$ cat src/hw/exc_cfg.svh
// Purpose: Constants of the address and translation fault unit
// Assumes: 64-bit virtual addresses, 25 MHz pipeline clock
// Notes:   Register offsets are byte addresses on the plain port
//
// Summary of operation
// - Doubleword access off an eight-byte boundary faults, unless unaligned op
// - Word load or store off a four-byte boundary faults, unless unaligned op; misaligned fetch always faults
// - Halfword access off a two-byte boundary faults
// - User or supervisor code touching kernel space faults
// - User code touching supervisor space faults; address faults never masked
// - Address fault uses common vector, load-side or store-side code
// - Address fault captures the bad virtual address
// - Return address is faulting instruction, or branch with delay flag set; left as is when exception level already set
// - Mapped reference with no matching entry raises refill
// - Refill picks narrow or wide vector from per-mode wide-address bits
// - Refill vectors only with exception level clear, else common vector
// - Refill loads bad address into fault, pointer and high registers
// - Translation faults keep the current address space tag in high register
// - Refill and invalid write load/fetch or store miss code
// - Replacement slot register always holds a usable entry position
// - Match on entry with valid bit clear raises invalid, common vector
// - Store hitting valid clean entry raises modified, write-protect code
// - Probe writes matching entry position into index register
// - Offsets 0x000 narrow refill, 0x080 wide refill, 0x180 others
// - Base 0xffffffff80000000 normally, 0xffffffffbfc00200 with boot bit
// - Address faults outrank refill, then invalid, then modified
`ifndef EXC_CFG_SVH
`define EXC_CFG_SVH
`define EXC_IDX_W        6
`define EXC_OFF_INDEX    8'h00
`define EXC_OFF_RANDOM   8'h08
`define EXC_OFF_PT_PTR   8'h10
`define EXC_OFF_FAULT_VA 8'h18
`define EXC_OFF_XLATE_HI 8'h20
`define EXC_OFF_STATUS   8'h28
`define EXC_OFF_CAUSE    8'h30
`define EXC_OFF_RET_ADDR 8'h38
`define EXC_OFF_WIDE_PT  8'h40
`define EXC_BASE_NORM    64'hffff_ffff_8000_0000
`define EXC_BASE_BOOT    64'hffff_ffff_bfc0_0200
`define EXC_VEC_NARROW   64'h0000_0000_0000_0000
`define EXC_VEC_WIDE     64'h0000_0000_0000_0080
`define EXC_VEC_COMMON   64'h0000_0000_0000_0180
`define EXC_ST_LEVEL     1
`define EXC_ST_USER_W    5
`define EXC_ST_SUPER_W   6
`define EXC_ST_KERNEL_W  7
`define EXC_ST_BOOT      22
`define EXC_CA_DELAY     31
`define EXC_CA_CODE      6:2
`define EXC_IDX_MISS     31
`define EXC_HI_TAG       7:0
`define EXC_HI_VPN       39:13
`define EXC_HI_REGION    63:62
`define EXC_PT_BASE      63:23
`define EXC_PT_VPN       22:4
`define EXC_VA_VPN32     31:13
`define EXC_WPT_BASE     63:33
`define EXC_WPT_REGION   32:31
`define EXC_WPT_VPN      30:4
`define EXC_VA_SEG       63:62
`define EXC_SEG_USER     2'b00
`define EXC_SEG_SUPER    2'b01
`define EXC_SEG_PHYS     2'b10
`define EXC_COMPAT_HI    32'hffff_ffff
`define EXC_CSEG_SUPER   3'b110
`define EXC_CSEG_UNMAP   2'b10
`endif

$ cat src/hw/exc_pkg.sv
// Purpose: Types shared by the fault unit modules
// Assumes: exc_cfg.svh supplies widths and field positions
// Notes:   The whole register state lives in one packed struct
`include "exc_cfg.svh"
package exc_pkg;
  typedef enum logic [1:0] {ACC_FETCH, ACC_LOAD, ACC_STORE} access_type;
  typedef enum logic [1:0] {SZ_BYTE, SZ_HALF, SZ_WORD, SZ_DWORD} size_type;
  typedef enum logic [1:0] {MODE_USER, MODE_SUPER, MODE_KERNEL} mode_type;
  typedef enum logic [2:0] {F_NONE, F_ADDR, F_REFILL, F_INVALID, F_MODIFIED}
    fault_kind_type;
  typedef struct packed {
    logic                  taken;
    logic [63:0]           vector;
    logic [63:0]           rd_data;
    logic [63:0]           ret_addr;
    logic [63:0]           fault_va;
    logic [63:0]           pt_ptr;
    logic [63:0]           wide_pt;
    logic [63:0]           xlate_hi;
    logic [31:0]           index;
    logic [`EXC_IDX_W-1:0] rand_idx;
    logic                  exc_level;
    logic                  boot_vec;
    logic                  user_wide;
    logic                  super_wide;
    logic                  kernel_wide;
    logic                  delay_flag;
    logic [4:0]            code;
  } state_type;
endpackage

$ cat src/hw/exc_if.sv
// Purpose: Carrier between fault detection, vector choice and core
// Assumes: One fault decision per cycle
// Notes:   Core drives the status bits, leaves read them
`timescale 1ns/100ps
`default_nettype none
interface exc_if;
  exc_pkg::fault_kind_type kind;
  logic                    store;
  logic                    wide;
  logic                    exc_level;
  logic                    boot_vec;
  logic                    user_wide;
  logic                    super_wide;
  logic                    kernel_wide;
  logic [63:0]             vector;
  modport det  (output kind, store, wide,
                input user_wide, super_wide, kernel_wide);
  modport vec  (input kind, wide, exc_level, boot_vec, output vector);
  modport core (input kind, store, vector,
                output exc_level, boot_vec, user_wide, super_wide,
                kernel_wide);
endinterface
`default_nettype wire

$ cat src/hw/exc_unit.sv
// Purpose: Address and translation fault recording unit
// Assumes: Pipeline gives one reference per request pulse
// Notes:   Registers reached over a plain strobe port, read data one
//          cycle after the read strobe
`timescale 1ns/100ps
`default_nettype none
module exc_unit #(
  parameter logic [4:0]            MODIFIED_CODE         = 5'h01,
  parameter logic [4:0]            XLATE_MISS_LOAD_CODE  = 5'h02,
  parameter logic [4:0]            XLATE_MISS_STORE_CODE = 5'h03,
  parameter logic [4:0]            ADDR_FAULT_LOAD_CODE  = 5'h04,
  parameter logic [4:0]            ADDR_FAULT_STORE_CODE = 5'h05,
  parameter logic [`EXC_IDX_W-1:0] RAND_TOP              = 6'h2f,
  parameter logic [`EXC_IDX_W-1:0] RAND_LOW              = 6'h00
) (
  input  wire logic                        i_clk_sys,
  input  wire logic                        i_rst,
  input  wire logic                        i_req,
  input  wire exc_pkg::access_type         i_access,
  input  wire exc_pkg::size_type           i_size,
  input  wire logic                        i_unaligned_ok,
  input  wire exc_pkg::mode_type           i_mode,
  input  wire logic                 [63:0] i_va,
  input  wire logic                 [63:0] i_pc,
  input  wire logic                 [63:0] i_branch_pc,
  input  wire logic                        i_in_delay,
  input  wire logic                        i_tlb_hit,
  input  wire logic                        i_tlb_valid,
  input  wire logic                        i_tlb_dirty,
  input  wire logic     [`EXC_IDX_W-1:0]   i_tlb_index,
  input  wire logic                        i_probe,
  input  wire logic                  [7:0] i_addr,
  input  wire logic                 [63:0] i_wr_data,
  input  wire logic                        i_wr_stb,
  input  wire logic                        i_rd_stb,
  output logic                             o_exc_taken,
  output logic                      [63:0] o_exc_vector,
  output logic                       [7:0] o_as_tag,
  output logic                             o_exc_level,
  output logic                      [63:0] o_rd_data
);
  exc_pkg::state_type st_ff, nxt_st;
  logic               fault;

  exc_if xif ();

  fault_detect u_detect (
    .i_va           (i_va),
    .i_access       (i_access),
    .i_size         (i_size),
    .i_unaligned_ok (i_unaligned_ok),
    .i_mode         (i_mode),
    .i_tlb_hit      (i_tlb_hit),
    .i_tlb_valid    (i_tlb_valid),
    .i_tlb_dirty    (i_tlb_dirty),
    .xif            (xif)
  );

  vector_select u_vector (
    .xif (xif)
  );

  assign xif.exc_level   = st_ff.exc_level;
  assign xif.boot_vec    = st_ff.boot_vec;
  assign xif.user_wide   = st_ff.user_wide;
  assign xif.super_wide  = st_ff.super_wide;
  assign xif.kernel_wide = st_ff.kernel_wide;

  // Address faults cannot be masked: no enable gates this
  assign fault = i_req && xif.kind != exc_pkg::F_NONE;

  always_comb
  begin
    nxt_st         = st_ff;
    nxt_st.taken   = 1'b0;
    nxt_st.rd_data = '0;

    // Free-running slot pick keeps a legal entry at any fault
    if (st_ff.rand_idx == RAND_LOW)
      nxt_st.rand_idx = RAND_TOP;
    else
      nxt_st.rand_idx = st_ff.rand_idx - 1'b1;

    if (i_wr_stb)
      case (i_addr)
        `EXC_OFF_INDEX:
          nxt_st.index = {i_wr_data[`EXC_IDX_MISS],
                          {(31-`EXC_IDX_W){1'b0}},
                          i_wr_data[`EXC_IDX_W-1:0]};
        `EXC_OFF_PT_PTR:
          nxt_st.pt_ptr[`EXC_PT_BASE] = i_wr_data[`EXC_PT_BASE];
        `EXC_OFF_WIDE_PT:
          nxt_st.wide_pt[`EXC_WPT_BASE] = i_wr_data[`EXC_WPT_BASE];
        `EXC_OFF_XLATE_HI:
        begin
          nxt_st.xlate_hi = '0;
          nxt_st.xlate_hi[`EXC_HI_REGION] = i_wr_data[`EXC_HI_REGION];
          nxt_st.xlate_hi[`EXC_HI_VPN]    = i_wr_data[`EXC_HI_VPN];
          nxt_st.xlate_hi[`EXC_HI_TAG]    = i_wr_data[`EXC_HI_TAG];
        end
        `EXC_OFF_STATUS:
        begin
          nxt_st.exc_level   = i_wr_data[`EXC_ST_LEVEL];
          nxt_st.boot_vec    = i_wr_data[`EXC_ST_BOOT];
          nxt_st.user_wide   = i_wr_data[`EXC_ST_USER_W];
          nxt_st.super_wide  = i_wr_data[`EXC_ST_SUPER_W];
          nxt_st.kernel_wide = i_wr_data[`EXC_ST_KERNEL_W];
        end
        `EXC_OFF_RET_ADDR:
          nxt_st.ret_addr = i_wr_data;
        default:
          nxt_st.index = nxt_st.index;
      endcase

    if (i_probe)
    begin
      nxt_st.index = '0;
      if (i_tlb_hit)
        nxt_st.index[`EXC_IDX_W-1:0] = i_tlb_index;
      else
        nxt_st.index[`EXC_IDX_MISS] = 1'b1;
    end

    // Hardware fault capture overrides a same-cycle software write
    if (fault)
    begin
      nxt_st.taken      = 1'b1;
      nxt_st.vector     = xif.vector;
      nxt_st.exc_level  = 1'b1;
      nxt_st.delay_flag = i_in_delay;
      nxt_st.fault_va   = i_va;
      // A fault already inside a handler keeps the first return point
      if (!st_ff.exc_level)
        nxt_st.ret_addr = i_in_delay ? i_branch_pc : i_pc;
      case (xif.kind)
        exc_pkg::F_ADDR:
          nxt_st.code = xif.store ? ADDR_FAULT_STORE_CODE
                                  : ADDR_FAULT_LOAD_CODE;
        exc_pkg::F_REFILL, exc_pkg::F_INVALID:
          nxt_st.code = xif.store ? XLATE_MISS_STORE_CODE
                                  : XLATE_MISS_LOAD_CODE;
        exc_pkg::F_MODIFIED:
          nxt_st.code = MODIFIED_CODE;
        default:
          nxt_st.code = st_ff.code;
      endcase
      if (xif.kind != exc_pkg::F_ADDR)
      begin
        nxt_st.pt_ptr[`EXC_PT_VPN]       = i_va[`EXC_VA_VPN32];
        nxt_st.wide_pt[`EXC_WPT_REGION]  = i_va[`EXC_HI_REGION];
        nxt_st.wide_pt[`EXC_WPT_VPN]     = i_va[`EXC_HI_VPN];
        nxt_st.xlate_hi[`EXC_HI_REGION]  = i_va[`EXC_HI_REGION];
        nxt_st.xlate_hi[`EXC_HI_VPN]     = i_va[`EXC_HI_VPN];
        // Tag stays the one in force when the fault hit
        nxt_st.xlate_hi[`EXC_HI_TAG]     = st_ff.xlate_hi[`EXC_HI_TAG];
      end
    end

    if (i_rd_stb)
      case (i_addr)
        `EXC_OFF_INDEX:    nxt_st.rd_data[31:0] = st_ff.index;
        `EXC_OFF_RANDOM:
          nxt_st.rd_data[`EXC_IDX_W-1:0] = st_ff.rand_idx;
        `EXC_OFF_PT_PTR:   nxt_st.rd_data = st_ff.pt_ptr;
        `EXC_OFF_FAULT_VA: nxt_st.rd_data = st_ff.fault_va;
        `EXC_OFF_XLATE_HI: nxt_st.rd_data = st_ff.xlate_hi;
        `EXC_OFF_WIDE_PT:  nxt_st.rd_data = st_ff.wide_pt;
        `EXC_OFF_RET_ADDR: nxt_st.rd_data = st_ff.ret_addr;
        `EXC_OFF_STATUS:
        begin
          nxt_st.rd_data[`EXC_ST_LEVEL]    = st_ff.exc_level;
          nxt_st.rd_data[`EXC_ST_BOOT]     = st_ff.boot_vec;
          nxt_st.rd_data[`EXC_ST_USER_W]   = st_ff.user_wide;
          nxt_st.rd_data[`EXC_ST_SUPER_W]  = st_ff.super_wide;
          nxt_st.rd_data[`EXC_ST_KERNEL_W] = st_ff.kernel_wide;
        end
        `EXC_OFF_CAUSE:
        begin
          nxt_st.rd_data[`EXC_CA_DELAY] = st_ff.delay_flag;
          nxt_st.rd_data[`EXC_CA_CODE]  = st_ff.code;
        end
        default:
          nxt_st.rd_data = '0;
      endcase
  end

  // Boot vector bit comes up set, slot pick at RAND_TOP, the rest of state clear
  always_ff @(posedge i_clk_sys or posedge i_rst)
  begin
    if (i_rst)
    begin
      st_ff          <= '0;
      st_ff.boot_vec <= 1'b1;
      st_ff.rand_idx <= RAND_TOP;
    end
    else
      st_ff <= nxt_st;
  end

  assign o_exc_taken  = st_ff.taken;
  assign o_exc_vector = st_ff.vector;
  assign o_as_tag     = st_ff.xlate_hi[`EXC_HI_TAG];
  assign o_exc_level  = st_ff.exc_level;
  assign o_rd_data    = st_ff.rd_data;

  // Independent copies of the checks, so a slip in the detector shows
  logic        chk_data;
  logic        chk_compat;
  logic        chk_mapped;
  logic [63:0] chk_base;

  assign chk_data   = i_req && i_access != exc_pkg::ACC_FETCH;
  assign chk_compat = i_va[63:32] == `EXC_COMPAT_HI;
  assign chk_mapped = i_va[63:62] != `EXC_SEG_PHYS &&
                      !(chk_compat && i_va[31:30] == `EXC_CSEG_UNMAP);
  assign chk_base   = st_ff.boot_vec ? `EXC_BASE_BOOT : `EXC_BASE_NORM;
endmodule
`default_nettype wire

$ cat src/hw/fault_detect.sv
// Purpose: Classify one reference into its highest fault
// Assumes: TLB lookup result arrives in the same cycle as the address
// Notes:   Fetches are always checked as word accesses
`timescale 1ns/100ps
`default_nettype none
module fault_detect (
  input  wire logic                 [63:0] i_va,
  input  wire exc_pkg::access_type         i_access,
  input  wire exc_pkg::size_type           i_size,
  input  wire logic                        i_unaligned_ok,
  input  wire exc_pkg::mode_type           i_mode,
  input  wire logic                        i_tlb_hit,
  input  wire logic                        i_tlb_valid,
  input  wire logic                        i_tlb_dirty,
  exc_if.det                               xif
);
  logic compat, seg_user, seg_super, seg_kern, unmapped;
  logic misalign, priv, store;

  assign compat    = i_va[63:32] == `EXC_COMPAT_HI;
  assign seg_user  = i_va[`EXC_VA_SEG] == `EXC_SEG_USER;
  assign seg_super = (i_va[`EXC_VA_SEG] == `EXC_SEG_SUPER) ||
                     (compat && i_va[31:29] == `EXC_CSEG_SUPER);
  assign seg_kern  = !seg_user && !seg_super;
  assign unmapped  = (i_va[`EXC_VA_SEG] == `EXC_SEG_PHYS) ||
                     (compat && i_va[31:30] == `EXC_CSEG_UNMAP);
  assign store     = i_access == exc_pkg::ACC_STORE;

  always_comb
  begin
    misalign = 1'b0;
    if (i_access == exc_pkg::ACC_FETCH)
      misalign = |i_va[1:0];
    else
      case (i_size)
        exc_pkg::SZ_HALF:  misalign = i_va[0];
        exc_pkg::SZ_WORD:  misalign = |i_va[1:0] && !i_unaligned_ok;
        exc_pkg::SZ_DWORD: misalign = |i_va[2:0] && !i_unaligned_ok;
        default:           misalign = 1'b0;
      endcase
  end

  assign priv = (i_mode != exc_pkg::MODE_KERNEL && seg_kern) ||
                (i_mode == exc_pkg::MODE_USER && seg_super);

  // Region owner picks which wide-address bit applies
  assign xif.wide  = seg_user  ? xif.user_wide :
                     seg_super ? xif.super_wide : xif.kernel_wide;
  assign xif.store = store;

  always_comb
  begin
    if (misalign || priv)
      xif.kind = exc_pkg::F_ADDR;
    else if (!unmapped && !i_tlb_hit)
      xif.kind = exc_pkg::F_REFILL;
    else if (!unmapped && !i_tlb_valid)
      xif.kind = exc_pkg::F_INVALID;
    else if (!unmapped && store && !i_tlb_dirty)
      xif.kind = exc_pkg::F_MODIFIED;
    else
      xif.kind = exc_pkg::F_NONE;
  end
endmodule
`default_nettype wire

$ cat src/hw/vector_select.sv
// Purpose: Form the exception entry address from base and offset
// Assumes: Kind is valid only while a request is presented
// Notes:   Pure logic; the core registers the result
`timescale 1ns/100ps
`default_nettype none
module vector_select (
  exc_if.vec xif
);
  logic [63:0] base, offset;

  assign base = xif.boot_vec ? `EXC_BASE_BOOT : `EXC_BASE_NORM;

  // Nested refill inside the handler must not reenter the refill entry
  assign offset = (xif.kind == exc_pkg::F_REFILL && !xif.exc_level) ?
                  (xif.wide ? `EXC_VEC_WIDE : `EXC_VEC_NARROW) :
                  `EXC_VEC_COMMON;
  assign xif.vector = base + offset;
endmodule
`default_nettype wire

$ cat config.mk
export PLATFORM = sky130hd
export DESIGN_NAME = exc_unit
export DESIGN_NICKNAME = d
export VERILOG_FILES = /design/src/hw/exc_pkg.sv /design/src/hw/exc_if.sv /design/src/hw/exc_unit.sv /design/src/hw/fault_detect.sv /design/src/hw/vector_select.sv
export VERILOG_INCLUDE_DIRS = /design/src /design/src/hw
export SDC_FILE = /design/constraint.sdc
export NUM_CORES = 1
export LEC_CHECK = 0
export ABC_CLOCK_PERIOD_IN_PS = 33900
export BUFFER_PORTS_ARGS = -buffer_cell sky130_fd_sc_hd__buf_2
export CORE_ASPECT_RATIO = 0.6
export CORE_MARGIN = 2
export CORE_UTILIZATION = 60
export DETAILED_ROUTE_END_ITERATION = 10
export PLACE_DENSITY = 0.86
export SYNTH_ARGS = -nofsm -noshare
export SYNTH_HDL_FRONTEND = slang
export SYNTH_HIERARCHICAL = 1
export SYNTH_SLANG_ARGS = --single-unit
export TNS_END_PERCENT = 20
$ cat constraint.sdc
create_clock -name i_clk_sys -period 33.9 [get_ports i_clk_sys]
set_input_delay 6.78 -clock i_clk_sys [delete_from_list [all_inputs] [get_ports i_clk_sys]]
set_output_delay 6.78 -clock i_clk_sys [all_outputs]
set_load 0.03 [all_outputs]
==> results.txt <==
Outcome - complete, no violations
Ports - 425
Effective utilization at floorplan - 60.51%
Finished Core Util - 67.85%
Min-Delay Path Class - reg2reg
Antenna-violating nets left - 0
Layout cells sized above 1 - 25.55%
Slew @ Worst Pin - 1.319 ns
GRT Util Overall - 32.74%
Worst EP arrival - 11.39 ns
Final worst-path setup slack - 22.95 ns
EDFF count, synth - 0
CTS clk-pin slew, worst paths - 0.07 ns
RSZ-0062 raised after global routing - false
R2R setup slack - 31.25 ns
# clock sinks - 417
Main synth FF type - dfrtp_1
Vias per cell - 5.936
Place WS - 22.45 ns
Max cap viols - 0
Setup tns final - 0 ns
H-tree Lvls - 2
Core ar. - 34810 µm²
Row Count - 53
I/O Buffers - 424
Sequential-to-total area share from yosys stat - 49.57%
Die area - 36670 µm²
Setup Skew - 0.02398 ns
Final hold violations - 0
Die height - 149.1 µm
Drt drc - 0
Slew Viols, Final - 0
Hold buffer count at CTS - 0
Per-instance average area after synthesis - 10.16 µm²
CTS buffer count - 40
Initial antenna violation count - 5
Seq cells post-synth - 417
Startpoint types - input port
Worst IR Drop VDD - 0.03469 mV
Largest net degree at the start of global routing - 89
Drt pass-1 iters - 6
Fin nets - 2572
Leak Pwr - 12.54 nW
Wire length per cell - 21.82 µm
Final period util - 32.30%
GRT overflow - 0
GPL Wtd Cong - 0.9469
Ratio of total power to cell area - 54.71 nW/µm²
Clock tree from TritonCTS - built
First-pass GRT wire length - 92.23 mm
DR vias - 16532
Die span in x - 245.9 µm
Post-route cell area - 23620 µm²
FFs w/ async S/R, synth - 100.0%
Final min period - 10.95 ns
Synth unique cells - 73
Setup bufs post-CTS - 0
CP endpoint kind - flip-flop
Final setup fails - 0
Area Growth Syn to Fin - 12.14%
CP required - 34.34 ns
DP Area - 22160 µm²
Dpl hpwl - 41.02 mm
Cell Area, Synth - 21070 µm²
CP Class - in2reg
Slew HR - 11.82%
Wirelength, routed - 60.77 mm
Total chip power - 1.292 mW
FMAX - 0.09132 GHz
Synth warn - 6
Vias in the first global route - 16277
Post_cts resized - 0
CTS max path bufs - 3
Cells after Synth - 2073
Clock latency on the worst-skew pair - 0.55 ns
CTS Root Buffer Type - clkbuf_16
Worst-path fanout max - 45
1st-iter DRT viols - 1669
-- registers in the layout, indices dropped and copies added (netlist names), 8 cells and up --
| signal | count |
|---|---|
| o_rd_data | 64 |
| o_as_tag | 8 |
| st_ff | 275 |
| o_exc_vector | 64 |
-- per-stage QoR --
stage	std cells	hold WS (ns)
floorplan	2124	0.4383
global placement	2708	0.4505
detailed placement	2708	0.4576
CTS	2780	0.4727
global route	2783	0.4921
finish	2785	0.4696
-- cell families after synthesis --
group	after synthesis	synth area share [%]
simple gates	669	14.57
buf+inv	358	10.29
fa+ha+maj	2	0.1188
compound gates	282	8.506
other cells	2	0.03565
flops	417	49.57
xor+xnor	5	0.2079
mux	338	16.70
-- critical path: stages --
cell,delay [ns]
buf_2,0.11
nand4_1,0.10
or4_1,0.70
or4_4,0.59
a21oi_1,0.72
o31ai_4,0.14
buf_4,0.29
nor2_4,0.71
buf_4,0.83
mux2i_1,0.34
-- worst paths after layout --
| path | startpoint | end | cells past startpoint |
|---|---|---|---|
| max reg2reg | o_exc_level$_DFFE_PP0P_ | st_ff[347]$_DFF_PP0_ | 3 |
| max | i_va[48] | st_ff[347]$_DFF_PP0_ | 10 |
| min | o_exc_vector[3]$_DFFE_PP0P_ | o_exc_vector[3]$_DFFE_PP0P_ | 2 |
| min in group asynchronous | i_rst | o_exc_vector[20]$_DFFE_PP0P_ | 2 |
| max in group asynchronous | i_rst | st_ff[304]$_DFFE_PP0P_ | 6 |
| min reg2reg | o_exc_vector[3]$_DFFE_PP0P_ | o_exc_vector[3]$_DFFE_PP0P_ | 2 |
-- Yosys cell counts (24+ instances only) --
cell type	n	area share [%]
mux2_2	38	2.0
buf_2	34	0.81
o21ai_0	87	2.1
clkbuf_1	83	1.5
and4_1	40	1.7
a22oi_1	48	1.7
mux2i_1	230	11
dfrtp_1	411	49
a22o_1	28	1.2
buf_4	208	7.4
mux2_1	70	3.7
a21oi_1	60	1.4
nand2_1	499	8.9
inv_1	28	0.50
nor3_1	24	0.57
-- per-layer routing --
metal | global-route usage, % | wire, µm | share of wire [%]
met3 | 8.149 | 6065 | 10
met2 | 50.79 | 27480 | 45
met5 | 0 | 0 | 0
met4 | 12.27 | 2246 | 3.7
met1 | 44.83 | 24980 | 41
-- layout by cell type, fill, tap and decap left out, types with 6 or more instances in the layout --
| master | count |
|---|---|
| o21ai_0 | 86 |
| clkbuf_1 | 7 |
| a22o_1 | 28 |
| and3_1 | 23 |
| buf_4 | 24 |
| conb_1 | 53 |
| dfrtp_1 | 411 |
| clkbuf_16 | 41 |
| buf_2 | 423 |
| a31oi_1 | 6 |
| nand2_1 | 499 |
| a22oi_1 | 48 |
| mux2_1 | 70 |
| nand4_1 | 13 |
| inv_1 | 26 |
| and4_1 | 40 |
| a21oi_1 | 60 |
| dfstp_2 | 6 |
| mux2_2 | 38 |
| clkbuf_8 | 11 |
| nor3_1 | 23 |
| nand3_1 | 6 |
| bufinv_16 | 7 |
| o21ai_1 | 12 |
| nor2_1 | 15 |
| mux2i_1 | 230 |
-- area by class of cell --
class                           count  area (µm²)
Timing Repair Buffer              447        2297
Inverter                           28       115.1
Multi-Input combinational cell   1349        8721
Sequential cell                   417       10440
Fill cell                        2581       11190
Clock inverter                     13       246.5
Tap cell                          467       584.3
Antenna cell                        5       12.51
Clock buffer                       59        1204
-- power by group --
part / switching [mW] / total, mW / leakage (nW) / internal, mW
combinational: 0.123 / 0.194 / 6.45 / 0.0706
clock: 0.196 / 0.496 / 0.717 / 0.300
sequential: 0.0399 / 0.603 / 5.37 / 0.563
total: 0.359 / 1.29 / 12.5 / 0.933
No activity file was read; power rests on OpenSTA's default activity.
